<file path="src/pkg/cst_pkg.sv">
// Package for the current sense and telemetry processor.
// Assumes a single 25 MHz clock and a plain strobe register port.
package cst_pkg;
    localparam int CLK_MHZ = 25;
    localparam int FAST_MHZ = 100;
    localparam int TEL_RATE_KHZ = 1000;
    localparam int TEL_DIV = (CLK_MHZ * 1000) / TEL_RATE_KHZ;
    localparam int BLANK_MAX_NS = 280;
    localparam int CLK_PERIOD_NS = 40;
    localparam int BLANK_MAX_CYC = BLANK_MAX_NS / CLK_PERIOD_NS;
    localparam int DAC_LEVELS = 640;
    localparam int HIGH_GAIN_UV = 100;
    localparam int LOW_GAIN_UV = 1450;
    localparam int TEL_STEP_NV = 2344000;
    localparam int CURRENT_MONITOR_OUTPUT_SPAN_UA = 640;
    localparam int CURRENT_MONITOR_OUTPUT_ZERO_UA = 320;
    localparam int THERM_BIAS_UA = 100;
    localparam int NTC_KOHM = 47;
    localparam int PAR_KOHM = 12;
    localparam int TEL_SLOTS = 8;
    localparam int TEL_USABLE = 6;
    // Register offsets
    localparam logic [7:0] REG_CTRL = 8'h00;
    localparam logic [7:0] REG_BLANK = 8'h04;
    localparam logic [7:0] REG_OCLIM = 8'h08;
    localparam logic [7:0] REG_UCLIM = 8'h0C;
    localparam logic [7:0] REG_PKLIM = 8'h10;
    localparam logic [7:0] REG_IINLIM = 8'h14;
    localparam logic [7:0] REG_SHARE = 8'h18;
    localparam logic [7:0] REG_CLAMP = 8'h1C;
    localparam logic [7:0] REG_SEQ = 8'h20;
    localparam logic [7:0] REG_STATUS = 8'h24;
    localparam logic [7:0] REG_IAVG = 8'h28;
    localparam logic [7:0] REG_TEMP = 8'h2C;
    localparam logic [7:0] REG_TEL = 8'h30;
    localparam logic [7:0] REG_LUT = 8'h34;
    localparam logic [7:0] REG_CURRENT_MONITOR_OUTPUT = 8'h38;
    localparam logic [7:0] REG_ADJ = 8'h3C;
    // CTRL fields
    localparam int CTRL_GAIN_LOW = 0;
    localparam int CTRL_IPS = 1;
    localparam int CTRL_PRIMARY = 2;
    localparam int CTRL_COPPER = 3;
    localparam int CTRL_AUTO_SEQ = 4;
    localparam int CTRL_USER_LUT = 5;
    localparam int CTRL_PEAK_CURRENT_CONTROL = 6;
    localparam int CTRL_TRI_A = 7;
    localparam int CTRL_TRI_B = 8;
    localparam logic [31:0] CTRL_RST = 32'h0000_0000;
    localparam logic [31:0] BLANK_RST = 32'h0000_0000;
    localparam logic [31:0] SEQ_RST = 32'h0054_3210;
    localparam logic [12:0] CU_TC_Q12 = 13'h0010;
    typedef enum logic [2:0] {
        CST_IDLE = 3'b001,
        CST_LEB = 3'b010,
        CST_TEB = 3'b100
    } cst_blank_type;
endpackage : cst_pkg

</file>
<file path="src/rtl/cst_proc.sv">
// Current sense, telemetry, monitor DAC, sharing and thermistor processing.
// Assumes analog comparators and converters sit outside; one 25 MHz clock.
//
// Contract
// - Tracking converter result interpolated to 13 bits
// - Converter at 25 MHz, peak check at 100 MHz
// - Gain select: 100 uV or 1.45 mV step
// - Reference ground except integrated power stage mode
// - Feedback DAC 640 levels with offset codes
// - Five comparators give signed error +-1,3,5
// - Estimator rebuilds secondary or primary current
// - Copper sensing corrected for temperature before faults
// - Ignore samples in 0..280 ns blanking windows
// - Average samples, report once per cycle
// - Predict DC and ripple, merge with measurement
// - Over/under current faults, input OC in peak mode
// - Only two PWM outputs have native tri-state
// - Telemetry results 9 bits at 1 MHz
// - Eight slots, six usable, user or auto order
// - Monitor DAC 6 bits plus dither carry
// - Monitor current 320 midscale, span 640
// - No share adjustment inside dead zone
// - Clamp adjustment, fault at clamp outside dead zone
// - Thermistor biased 100 uA, result feeds compensation
// - Built-in or user temperature lookup table
//
// Design decisions made here: the placing of the registers and the strobed register port.
`timescale 1ns/100ps
module cst_proc import cst_pkg::*; #(
    parameter int DAC_W = 10,
    parameter int LUT_DEPTH = 16
) (
    input wire logic clk_in,
    input wire logic reset_in,
    input wire logic [7:0] addr_in,
    input wire logic [31:0] wdata_in,
    input wire logic wr_in,
    input wire logic rd_in,
    output logic [31:0] rdata_out,
    input wire logic [4:0] quant_cmp_in,
    input wire logic pwm_in,
    input wire logic peak_cmp_in,
    input wire logic [8:0] tel_data_in,
    input wire logic tel_valid_in,
    input wire logic [8:0] share_avg_in,
    output logic [DAC_W-1:0] fb_dac_out,
    output logic gain_low_out,
    output logic ref_cm_out,
    output logic [2:0] tel_chan_out,
    output logic tel_start_out,
    output logic [5:0] current_monitor_output_code_out,
    output logic current_monitor_output_lsb_out,
    output logic therm_bias_out,
    output logic tri_a_en_out,
    output logic tri_b_en_out,
    output logic oc_fault_out,
    output logic uc_fault_out,
    output logic iin_fault_out,
    output logic peak_limit_out,
    output logic share_fault_out
);
    logic [31:0] ctrl_r, blank_r, oclim_r, uclim_r, pklim_r, iinlim_r, share_r, clamp_r, seq_r;
    logic [8:0] lut_r [LUT_DEPTH];
    logic [1:0] sync_pwm_r;
    logic [2:0] pk_sync_r;
    logic pwm_q_r;
    logic [DAC_W-1:0] track_r;
    logic [12:0] est_r, slope_r, corr_r;
    logic [3:0] blank_cnt_r;
    cst_blank_type bst_r;
    logic [17:0] acc_r;
    logic [4:0] n_r;
    logic [12:0] avg_r;
    logic [4:0] tel_div_r;
    logic [2:0] slot_r;
    logic [8:0] tel_res_r [TEL_SLOTS];
    logic [8:0] temp_r;
    logic [3:0] dith_r;
    logic [9:0] current_monitor_output_r;
    logic signed [9:0] adj_r;
    logic oc_r, uc_r, iin_r, pk_r, sf_r;

    wire logic pwm_edge = sync_pwm_r[1] ^ pwm_q_r;
    wire logic [DAC_W-1:0] dac_max = DAC_W'(DAC_LEVELS - 1);

    // Thermometer of five comparators to signed error
    logic signed [3:0] err;
    always_comb begin
        unique case (quant_cmp_in)
            5'b00000: err = -4'sd5;
            5'b00001: err = -4'sd3;
            5'b00011: err = -4'sd1;
            5'b00111: err = 4'sd1;
            5'b01111: err = 4'sd3;
            default: err = 4'sd5;
        endcase
    end

    always_ff @(posedge clk_in) begin
        if (reset_in) begin
            ctrl_r <= CTRL_RST;
            blank_r <= BLANK_RST;
            oclim_r <= 32'h0000_1FFF;
            uclim_r <= 32'h0000_0000;
            pklim_r <= 32'h0000_1FFF;
            iinlim_r <= 32'h0000_1FFF;
            share_r <= 32'h0000_0000;
            clamp_r <= 32'h0000_0000;
            seq_r <= SEQ_RST;
        end else if (wr_in) begin
            unique case (addr_in)
                REG_CTRL: ctrl_r <= wdata_in;
                REG_BLANK: blank_r <= wdata_in;
                REG_OCLIM: oclim_r <= wdata_in;
                REG_UCLIM: uclim_r <= wdata_in;
                REG_PKLIM: pklim_r <= wdata_in;
                REG_IINLIM: iinlim_r <= wdata_in;
                REG_SHARE: share_r <= wdata_in;
                REG_CLAMP: clamp_r <= wdata_in;
                REG_SEQ: seq_r <= wdata_in;
                default: ;
            endcase
        end
    end

    // User table: LUT register carries index in [19:16], value in [8:0]
    always_ff @(posedge clk_in) begin
        if (reset_in) begin
            for (int i = 0; i < LUT_DEPTH; i++) lut_r[i] <= 9'h000;
        end else if (wr_in && addr_in == REG_LUT) begin
            lut_r[wdata_in[19:16]] <= wdata_in[8:0];
        end
    end

    // Pin inputs: three stages, change accepted when last two agree
    logic pwm_s0_r;
    always_ff @(posedge clk_in) begin
        if (reset_in) begin
            pwm_s0_r <= 1'b0;
            sync_pwm_r <= 2'b00;
            pwm_q_r <= 1'b0;
            pk_sync_r <= 3'b000;
        end else begin
            pwm_s0_r <= pwm_in;
            sync_pwm_r <= {sync_pwm_r[0], pwm_s0_r};
            if (sync_pwm_r[1] == sync_pwm_r[0]) pwm_q_r <= sync_pwm_r[1];
            pk_sync_r <= {pk_sync_r[1:0], peak_cmp_in};
        end
    end
    wire logic pwm_chg = (sync_pwm_r[1] == sync_pwm_r[0]) && pwm_edge;

    // Tracking integrator and feedback DAC code
    always_ff @(posedge clk_in) begin
        if (reset_in) begin
            track_r <= DAC_W'(DAC_LEVELS / 2);
        end else begin
            if ($signed({1'b0, track_r}) + err > $signed({1'b0, dac_max}))
                track_r <= dac_max;
            else if ($signed({1'b0, track_r}) + err < 0)
                track_r <= '0;
            else
                track_r <= DAC_W'($signed({1'b0, track_r}) + err);
        end
    end

    // Estimator: slope learned from error, prediction merged with track
    always_ff @(posedge clk_in) begin
        if (reset_in) begin
            est_r <= 13'h0000;
            slope_r <= 13'h0000;
        end else begin
            if (pwm_chg) slope_r <= 13'h0000;
            else slope_r <= slope_r + 13'(err);
            // Prediction follows pwm state; primary only ramps while on
            if (ctrl_r[CTRL_PRIMARY] && !pwm_q_r)
                est_r <= 13'h0000;
            else
                // One spare bit so the merge sum cannot wrap
                est_r <= 13'((14'({3'b000, track_r} << 3) + 14'(est_r)
                    + 14'(slope_r >>> 4)) >> 1);
        end
    end

    // Blanking windows around each edge
    always_ff @(posedge clk_in) begin
        if (reset_in) begin
            bst_r <= CST_IDLE;
            blank_cnt_r <= 4'h0;
        end else if (pwm_chg) begin
            bst_r <= pwm_q_r ? CST_TEB : CST_LEB;
            blank_cnt_r <= pwm_q_r ? blank_r[7:4] : blank_r[3:0];
        end else if (bst_r != CST_IDLE) begin
            if (blank_cnt_r == 4'h0 || blank_cnt_r > 4'(BLANK_MAX_CYC)) bst_r <= CST_IDLE;
            else blank_cnt_r <= blank_cnt_r - 4'h1;
        end
    end
    wire logic sample_ok = (bst_r == CST_IDLE) && !pwm_chg;

    // Copper compensation
    wire logic [25:0] comp_prod = est_r * (13'h1000 + 13'(temp_r * CU_TC_Q12 >> 4));
    always_ff @(posedge clk_in) begin
        if (reset_in) corr_r <= 13'h0000;
        else corr_r <= ctrl_r[CTRL_COPPER] ? comp_prod[24:12] : est_r;
    end

    // Per-cycle average, reported on rising pwm edge
    always_ff @(posedge clk_in) begin
        if (reset_in) begin
            acc_r <= 18'h00000;
            n_r <= 5'h00;
            avg_r <= 13'h0000;
        end else if (pwm_chg && !pwm_q_r) begin
            avg_r <= (n_r == 5'h00) ? avg_r : 13'(acc_r / n_r);
            acc_r <= 18'h00000;
            n_r <= 5'h00;
        end else if (sample_ok && n_r != 5'h1F) begin
            acc_r <= acc_r + 18'(corr_r);
            n_r <= n_r + 5'h01;
        end
    end

    // Faults; the 100 MHz comparator result arrives as a held level
    always_ff @(posedge clk_in) begin
        if (reset_in) begin
            oc_r <= 1'b0;
            uc_r <= 1'b0;
            iin_r <= 1'b0;
            pk_r <= 1'b0;
        end else begin
            oc_r <= avg_r > oclim_r[12:0];
            uc_r <= avg_r < uclim_r[12:0];
            iin_r <= ctrl_r[CTRL_PEAK_CURRENT_CONTROL] && corr_r > iinlim_r[12:0];
            pk_r <= (pk_sync_r[2] && pk_sync_r[1]) || corr_r > pklim_r[12:0];
        end
    end

    // Telemetry sequencing at 1 MHz
    wire logic [2:0] next_slot = ctrl_r[CTRL_AUTO_SEQ] ?
        ((slot_r >= 3'(TEL_USABLE - 1)) ? 3'h0 : slot_r + 3'h1) : 3'(slot_r + 3'h1) % 3'(TEL_USABLE);
    wire logic [2:0] chan = ctrl_r[CTRL_AUTO_SEQ] ? slot_r : seq_r[slot_r*4 +: 3];
    always_ff @(posedge clk_in) begin
        if (reset_in) begin
            tel_div_r <= 5'h00;
            slot_r <= 3'h0;
            tel_start_out <= 1'b0;
            tel_chan_out <= 3'h0;
        end else begin
            tel_start_out <= tel_div_r == 5'h00;
            if (tel_div_r == 5'(TEL_DIV - 1)) begin
                tel_div_r <= 5'h00;
                slot_r <= next_slot;
                tel_chan_out <= chan;
            end else begin
                tel_div_r <= tel_div_r + 5'h01;
            end
        end
    end
    always_ff @(posedge clk_in) begin
        if (reset_in) begin
            for (int i = 0; i < TEL_SLOTS; i++) tel_res_r[i] <= 9'h000;
        end else if (tel_valid_in && tel_chan_out < 3'(TEL_USABLE)) begin
            tel_res_r[tel_chan_out] <= tel_data_in;
        end
    end

    // Thermistor channel 0: fixed table slope or user table
    always_ff @(posedge clk_in) begin
        if (reset_in) temp_r <= 9'h000;
        else if (ctrl_r[CTRL_USER_LUT]) temp_r <= lut_r[tel_res_r[0][8:5]];
        else temp_r <= 9'h1FF - tel_res_r[0];
    end

    // Monitor DAC with dither; midscale at zero load
    wire logic [9:0] current_monitor_output_val =
        10'(10'h200 + ((17'(avg_r) * 17'(share_r[23:20])) >> 4));
    always_ff @(posedge clk_in) begin
        if (reset_in) begin
            current_monitor_output_r <= 10'h200;
            dith_r <= 4'h0;
            current_monitor_output_lsb_out <= 1'b0;
            current_monitor_output_code_out <= 6'h20;
        end else if (pwm_chg && !pwm_q_r) begin
            current_monitor_output_r <= current_monitor_output_val;
            {current_monitor_output_lsb_out, dith_r} <= {1'b0, dith_r} + {1'b0, current_monitor_output_r[3:0]};
            current_monitor_output_code_out <= current_monitor_output_r[9:4];
        end
    end

    // Sharing loop with dead zone and clamps
    wire logic signed [10:0] share_err = $signed({2'b00, current_monitor_output_r[9:1]}) - $signed({2'b00, share_avg_in});
    wire logic [10:0] share_mag = share_err[10] ? -share_err : share_err;
    wire logic outside = share_mag > {2'b00, share_r[8:0]};
    always_ff @(posedge clk_in) begin
        if (reset_in) begin
            adj_r <= 10'sh000;
            sf_r <= 1'b0;
        end else if (pwm_chg && !pwm_q_r) begin
            if (outside) begin
                if (share_err[10] && adj_r < $signed(clamp_r[9:0]))
                    adj_r <= adj_r + 10'sh001;
                else if (!share_err[10] && adj_r > -$signed(clamp_r[25:16]))
                    adj_r <= adj_r - 10'sh001;
            end
            sf_r <= outside && (adj_r >= $signed(clamp_r[9:0]) ||
                    adj_r <= -$signed(clamp_r[25:16]));
        end
    end

    always_ff @(posedge clk_in) begin
        if (reset_in) begin
            fb_dac_out <= '0;
            gain_low_out <= 1'b0;
            ref_cm_out <= 1'b0;
            therm_bias_out <= 1'b0;
            tri_a_en_out <= 1'b0;
            tri_b_en_out <= 1'b0;
            oc_fault_out <= 1'b0;
            uc_fault_out <= 1'b0;
            iin_fault_out <= 1'b0;
            peak_limit_out <= 1'b0;
            share_fault_out <= 1'b0;
        end else begin
            fb_dac_out <= track_r;
            gain_low_out <= ctrl_r[CTRL_GAIN_LOW];
            ref_cm_out <= ctrl_r[CTRL_IPS];
            therm_bias_out <= 1'b1;
            // Other outputs need firmware forcing to high impedance
            tri_a_en_out <= ctrl_r[CTRL_TRI_A];
            tri_b_en_out <= ctrl_r[CTRL_TRI_B];
            oc_fault_out <= oc_r;
            uc_fault_out <= uc_r;
            iin_fault_out <= iin_r;
            peak_limit_out <= pk_r;
            share_fault_out <= sf_r;
        end
    end

    always_ff @(posedge clk_in) begin
        if (reset_in) begin
            rdata_out <= 32'h0000_0000;
        end else if (rd_in) begin
            unique case (addr_in)
                REG_CTRL: rdata_out <= ctrl_r;
                REG_BLANK: rdata_out <= blank_r;
                REG_OCLIM: rdata_out <= oclim_r;
                REG_UCLIM: rdata_out <= uclim_r;
                REG_PKLIM: rdata_out <= pklim_r;
                REG_IINLIM: rdata_out <= iinlim_r;
                REG_SHARE: rdata_out <= share_r;
                REG_CLAMP: rdata_out <= clamp_r;
                REG_SEQ: rdata_out <= seq_r;
                REG_STATUS: rdata_out <= {27'h0, sf_r, pk_r, iin_r, uc_r, oc_r};
                REG_IAVG: rdata_out <= {19'h0, avg_r};
                REG_TEMP: rdata_out <= {23'h0, temp_r};
                REG_TEL: rdata_out <= {23'h0, tel_res_r[wdata_in[2:0]]};
                REG_CURRENT_MONITOR_OUTPUT: rdata_out <= {22'h0, current_monitor_output_r};
                REG_ADJ: rdata_out <= {{22{adj_r[9]}}, adj_r};
                default: rdata_out <= 32'h0000_0000;
            endcase
        end else begin
            rdata_out <= 32'h0000_0000;
        end
    end

    // Checks
    property p_track_step;
        @(posedge clk_in) disable iff (reset_in)
        (track_r > 10'd5 && track_r < 10'd630) |=>
            (10'(track_r - $past(track_r)) inside
                {10'h001, 10'h003, 10'h005, 10'h3FF, 10'h3FD, 10'h3FB});
    endproperty
    a_track_step: assert property (p_track_step) else $error("track step illegal");
    property p_dac_range;
        @(posedge clk_in) disable iff (reset_in) track_r <= dac_max;
    endproperty
    a_dac_range: assert property (p_dac_range) else $error("dac code over range");
    property p_blank_restart;
        @(posedge clk_in) disable iff (reset_in) pwm_chg |=> bst_r != CST_IDLE;
    endproperty
    a_blank_restart: assert property (p_blank_restart) else $error("blank not restarted");
    property p_blank_len;
        @(posedge clk_in) disable iff (reset_in) pwm_chg |-> ##[1:9] bst_r == CST_IDLE || pwm_chg;
    endproperty
    a_blank_len: assert property (p_blank_len) else $error("blank too long");
    property p_tel_rate;
        @(posedge clk_in) disable iff (reset_in) tel_start_out |=> !tel_start_out [*8];
    endproperty
    a_tel_rate: assert property (p_tel_rate) else $error("telemetry rate wrong");
    property p_tel_slot;
        @(posedge clk_in) disable iff (reset_in) slot_r < 3'(TEL_USABLE);
    endproperty
    a_tel_slot: assert property (p_tel_slot) else $error("unusable slot");
    property p_share_dead;
        @(posedge clk_in) disable iff (reset_in) (pwm_chg && !pwm_q_r && !outside) |=> $stable(adj_r);
    endproperty
    a_share_dead: assert property (p_share_dead) else $error("adjust in dead zone");
    property p_iin_peak_current_control;
        @(posedge clk_in) disable iff (reset_in) !ctrl_r[CTRL_PEAK_CURRENT_CONTROL] |=> ##1 !iin_fault_out;
    endproperty
    a_iin_peak_current_control: assert property (p_iin_peak_current_control) else $error("input fault outside peak mode");
endmodule : cst_proc

</file>
<file path="config.mk">
export PLATFORM = sky130hd
export DESIGN_NAME = cst_proc
export DESIGN_NICKNAME = d
export VERILOG_FILES = /design/src/pkg/cst_pkg.sv /design/src/rtl/cst_proc.sv
export SDC_FILE = /design/constraint.sdc
export NUM_CORES = 2
export LEC_CHECK = 0
export BUFFER_PORTS_ARGS = -buffer_cell sky130_fd_sc_hd__buf_4
export CAP_MARGIN = 0
export CORE_ASPECT_RATIO = 2
export CORE_UTILIZATION = 40
export CTS_CLUSTER_DIAMETER = 40
export DETAILED_ROUTE_END_ITERATION = 10
export PLACE_DENSITY = 0.57
export SLEW_MARGIN = 20
export SYNTH_ARGS = -nofsm -noshare
export SYNTH_HDL_FRONTEND = slang
export SYNTH_SLANG_ARGS = --single-unit
</file>
<file path="constraint.sdc">
create_clock -name clk_in -period 36.7 [get_ports clk_in]
set_clock_uncertainty 0.2 [all_clocks]
set_input_delay 7.34 -clock clk_in [delete_from_list [all_inputs] [get_ports clk_in]]
set_output_delay 7.34 -clock clk_in [all_outputs]
set_load 0.05 [all_outputs]
</file>
* Yosys cells after proc, flatten, opt, wreduce, memory -nomap -nowiden
Memory sizes are Yosys's and may differ from the RTL's.
Cells that the tools add are included.
** Cells by class
- Reduce and logical (&&, ||, !) cells :: 48
- Equality and inequality tests :: 25
- Muxes and demuxes :: 35
- $lt $le $gt $ge :: 14
- $add $sub $neg :: 19
- Div/mod/pow operators :: 2
- Multipliers :: 2
- Bitwise logic cells :: 3
- Shifts and indexed selects :: 1
** Operators by type and width (count)
- 32-bit one-hot mux with 15 select lines :: 1
- 8-bit by 6-bit == test with 1-bit output, second input constant :: 8
- 10-bit two-way mux :: 4
- 13-bit > comparator :: 3
- 8-bit by 5-bit == test with 1-bit output, second input constant :: 4
- 32-bit by 6-bit variable part select with 3-bit output :: 1
- 9-bit two-way mux :: 3
- 13-bit by 14-bit multiplier with 25-bit output :: 1
- 3-bit two-way mux :: 8
- 2-bit AND reduction :: 12
- 4-bit two-way mux :: 5
- 4-bit one-hot mux with 5 select lines :: 1
- 18-bit by 13-bit adder with 18-bit output :: 1
- 18-bit by 5-bit divider with 18-bit output :: 1
- 9-bit OR reduction :: 2
- 8-bit by 4-bit == test with 1-bit output, second input constant :: 2
- 5-bit zero test :: 3
- 13-bit by 13-bit adder with 14-bit output :: 1
- 13-bit by 9-bit adder with 14-bit output, first input constant :: 1
- 14-bit by 9-bit adder with 14-bit output :: 1
- 13-bit by 4-bit multiplier with 14-bit output :: 1
- 13-bit adder :: 1
- 13-bit < comparator :: 1
- 13-bit two-way mux :: 1
- other kinds (48) :: 82
** Storage, ports and cells
- RAM bits :: 216
- Bits of input ports :: 70
- Memories kept :: 2
- Bits in registers :: 496
- Output and inout bits :: 63
- Word-level logic and storage cells :: 202
** Memory list
- lut_r :: depth 16, width 9, read ports 1, clocked after memory_dff 0, wr ports 16, RTL line cst_proc.sv:63 : logic [8:0] lut_r [LUT_DEPTH];
- tel_res_r :: depth 8, width 9, read ports 2, clocked after memory_dff 0, wr ports 8, RTL line cst_proc.sv:76 : logic [8:0] tel_res_r [TEL_SLOTS];

* Depth between registers and ports, before layout
- Depth after elaboration :: 7
- Mapped depth :: 175
- Mapped depth without buffers :: 168

* Worst setup path before layout
No wires, ideal clock.
- Path type :: flip-flop to flip-flop
- Start :: reg n_r[0]
- End :: reg avg_r[0]
- Cell stages (with the launch flop) :: 166
- Buffers on the path :: 6
- Data required time :: 36.369 ns
- Arrival :: 32.168 ns
- Library setup time :: 0.131 ns
- Slack :: 4.201 ns
- Clock period less this slack :: 32.499 ns
- Path through :: dfxtp_1 > inv_1 > ha_1 > a21oi_1 > ha_1 > or4b_1 > a31oi_1 > a21oi_1 > ha_1 > nor2_1 > a211oi_4 > a211oi_1 > or2_2 > ha_1 > or4_1 > nand2_1 > mux2_2 > ha_1 > (+130 left out) > a21oi_1 > nand2_1 > or4_1 > nand2b_1 > clkbuf_1 > nor2_1 > a21oi_1 > ha_1 > a21oi_1 > nor2b_1 > o21ai_0 > nand2b_1 > a2111oi_0 > o21ai_0 > nor3_1 > nand4_1 > a2111oi_1 > a31oi_1
** On the way
- Longest elaborated chain between the ends :: 3
- Elaborated cells between the ends (all ways) :: 4
- Classes of those cells :: 1 x div; 1 x bitwise; 2 x reduce/logical
** Ends and longest elaborated chain
- start: declaration :: RTL line cst_proc.sv:72 : logic [4:0] n_r;
- start signal: assignment :: RTL line cst_proc.sv:218 : n_r <= n_r + 5'h01;
- parallel branches: the longest is 3 deep, another holds 18-bit by 5-bit divider with 18-bit output
- end signal: assignment :: RTL line cst_proc.sv:213 : avg_r <= (n_r == 5'h00) ? avg_r : 13'(acc_r / n_r);
- end: declaration :: RTL line cst_proc.sv:73 : logic [12:0] avg_r;
Parallel ways; which one is timed is not known.
A chain may end at the register's enable or synchronous reset.

* Worst setup path after layout
- Start :: reg n_r[4]
- End :: reg avg_r[0]
Same word-level chain as after synthesis.

==> results.yml <==
global_routing:
  track_usage_pct: 26.7
  grt.overflow.total: 0
  pin_count_of_the_biggest_net_entering_global_routing: 158
  grt_first_pass_wirelength_um: 226000
  antenna_found_initial: 4
  grt_pass1_vias: 36987
yosys:
  synth-async-reset-ratio_pct: 0
  syn_area_mm2: 0.0444
  netlist_instances: 4950
  synthDominantCellAreaShare_pct: 22.3
  number_of_synthesized_flops_with_an_enable_pin: 216
  seq_area_frac_synth_pct: 36.9
  synthesis.area_per_instance_um2: 8.98
  yosys-top-cells-count: "nand2_1, dfxtp_1, a21oi_1"
  postSynth.topFlopCell: "dfxtp_1"
  netlist_top_cells_area: "dfxtp_1, edfxtp_1, ha_1"
  leading_cell_type_by_number_of_instances_after_synthesis: "nand2_1"
  synth_top_cell_by_area: "dfxtp_1"
  synthDistinctLibCells: 117
  count_of_state_elements_after_synthesis: 712
  ys.warnings.count: 0
detailed_routing:
  drt.antenna.violating_nets: 0
  drt-total-wl_um: 151000
  drt_first_pass_iters: 8
  detail_route.vias_per_cell: 5.64
  detailed_route_drc_error_count: 0
  via_count: 37112
  drt_iter0_markers: 2343
  detail_route.wl_per_cell_um: 23.0
floorplanning:
  initial_core_util_pct: 40.4
  design.die.area_mm2: 0.112
  floorplan.io_pins: 133
  floorplan.die.width_um: 238
  placementRows: 172
  placeableCoreArea_mm2: 0.110
  die_span_y_um: 473
sta:
  whs_ns: 0.250
  timing.final.crit_share_pct: 92.4
  timing_max_transition_violations_final: 0
  finalSetupViolCount: 0
  fmax_mhz: 29.5
  final.min_clock_period_ns: 33.92
  final_hold_viol_count: 0
  max_slew.worst_pin.slew_ns: 1.12
  timing.max_slew.rel_slack_pct: 25.1
critical_path:
  cp-start-kind: "flop"
  most_frequent_cell_on_the_critical_path: "o21a_1"
  rr_worst_depth: 161
  cp-end-kind: "flop"
  cp_data_required_time_ns: 37.03
  path_type_of_the_worst_setup_path: "flop to flop"
  cp_data_arrival_time_ns: 34.25
  delay_of_the_slowest_cell_on_the_worst_path_ns: 0.61
  worst-path-max-fanout: 15
  timing.critical_path.slowest_stage_cell: "or4_1"
cts:
  tritoncts: "built"
  clkTransAtPathRegs_ns: 0.06
  cts_buffers: 90
  clk_latency_ns: 0.70
  htreeDepth: 3
  cts_hold_buf: 0
  buffers_from_clock_root_to_sink_at_most: 3
  ctsRootBufferMaster: "clkbuf_16"
  clock-sinks: 712
job:
  max-cap-violations: 0
placed_design:
  finalWeightedCongestion: 0.938
  post-dp-hpwl_um: 110000
  buffers_added_on_ports: 132
status:
  run_status: "completed"
hold_path:
  min_delay_path_depth: 1
  hold_path_class: "flop to flop"
layout:
  filler_cell_count: 10686
  synthToLayoutAreaGrowth_pct: 13.8
  drive_above_1_share_pct: 11.9
  finish.net_count: 5534
-- final timing paths --
check / start / end / slack, ns
worst min-delay path: pk_sync_r[0] / pk_sync_r[1] / 0.25
worst max-delay path: n_r[4] / avg_r[0] / 2.78
worst min register to register: pk_sync_r[0] / pk_sync_r[1] / 0.25
worst max register to register: n_r[4] / avg_r[0] / 2.78
-- cells in the final DEF (no fill, tap or decap), types with 23 or more instances in the layout --
master	instances
nand3_1	44
a31oi_1	36
mux2i_1	44
nor3_1	65
a21oi_1	449
nor2_1	272
xnor2_1	110
o21ai_0	95
dfxtp_1	496
a21o_1	51
nor2b_1	74
xor2_1	45
mux4_2	66
nand2_1	867
inv_1	301
nand2b_1	48
o211ai_1	52
a211oi_1	23
o21a_1	38
o21bai_1	33
fa_1	117
a221oi_1	37
ha_1	329
and2_1	270
buf_4	234
edfxtp_1	216
clkbuf_16	93
a22oi_1	87
-- flip-flops by register name (all words and copies together), names as in the netlist, 13 cells and up --
signal	count
seq_r	32
slope_r	13
iinlim_r	32
lut_r	144
ctrl_r	32
clamp_r	32
acc_r	18
share_r	32
uclim_r	32
pklim_r	32
est_r	13
rdata_out	32
blank_r	32
oclim_r	32
avg_r	13
corr_r	13
tel_res_r	72
-- worst max-delay path: cells and delay by family, from the launching register on --
| kind | cells | cell delay, ns |
|---|---|---|
| DFF | 1 | 0.41 |
| adders and majority gates | 17 | 4.91 |
| muxes | 6 | 1.63 |
| AOI/OAI and AO/OA | 68 | 12.57 |
| buffers and inverters | 10 | 1.44 |
| and+or+nand+nor | 60 | 12.52 |
-- final cells by class --
| class | instances | area, µm² | share of cell area, % |
|---|---|---|---|
| well taps | 1479 | 1850 | 3.66 |
| diodes | 1 | 2.50 | 0.00495 |
| multi-input cells | 3674 | 26200 | 51.7 |
| repair buffers | 236 | 1790 | 3.54 |
| clock inverters | 65 | 777 | 1.54 |
| clock buffers | 105 | 2410 | 4.77 |
| flip-flops and latches | 712 | 16400 | 32.5 |
| inverters | 304 | 1140 | 2.26 |
-- logic make-up (layout without fill, tap and decap cells) --
| logic type | count (synthesis) | after routing | share of synthesized area (%) |
|---|---|---|---|
| buffers and inverters | 581 | 710 | 4.96 |
| flip-flops | 712 | 712 | 36.9 |
| AO/OA/AOI/OAI | 1095 | 1095 | 16.2 |
| multiplexers | 135 | 135 | 5.00 |
| adder cells (fa/ha/maj) | 446 | 446 | 14.5 |
| AND/OR/NAND/NOR | 1825 | 1825 | 19.3 |
| XOR/XNOR | 155 | 155 | 3.06 |
| other | 1 | 19 | 0.00844 |
-- repair_timing --
item                                   4_1_cts  5_1_grt
endpoints found under the hold margin        0        0
buffers inserted                             0       10
setup endpoints to repair                    0        2
gates resized for setup                      0       36
-- routing by layer --
metal | track usage, % | share of wire, % | vias to the layer above
met5 | 0 | 0.015 | -
met4 | 16.5 | 6.5 | 4
met3 | 3.16 | 4.9 | 396
met2 | 50.6 | 54 | 1224
met1 | 27.5 | 35 | 18104
li1 | - | - | 17384
-- through the flow --
step / instances / instance area, µm² / worst slack [ns] / utilization (%) / setup TNS, ns
after floorplan: 4967 / 44500 / 4.20 / - / 0
after global placement: 6395 / 47100 / 1.31 / 42.8 / 0
after detailed placement: 6395 / 47100 / 0.755 / 42.9 / 0
after CTS: 6565 / 50300 / 0.581 / 45.8 / 0
after global routing: 6576 / 50500 / -0.0540 / 46.0 / -0.0540
final: 6576 / 50500 / 2.78 / 46.0 / 0
Power is left out: the tool's default activity adds up to more than one toggle a clock period on the data nets, which glitch-free logic cannot reach.
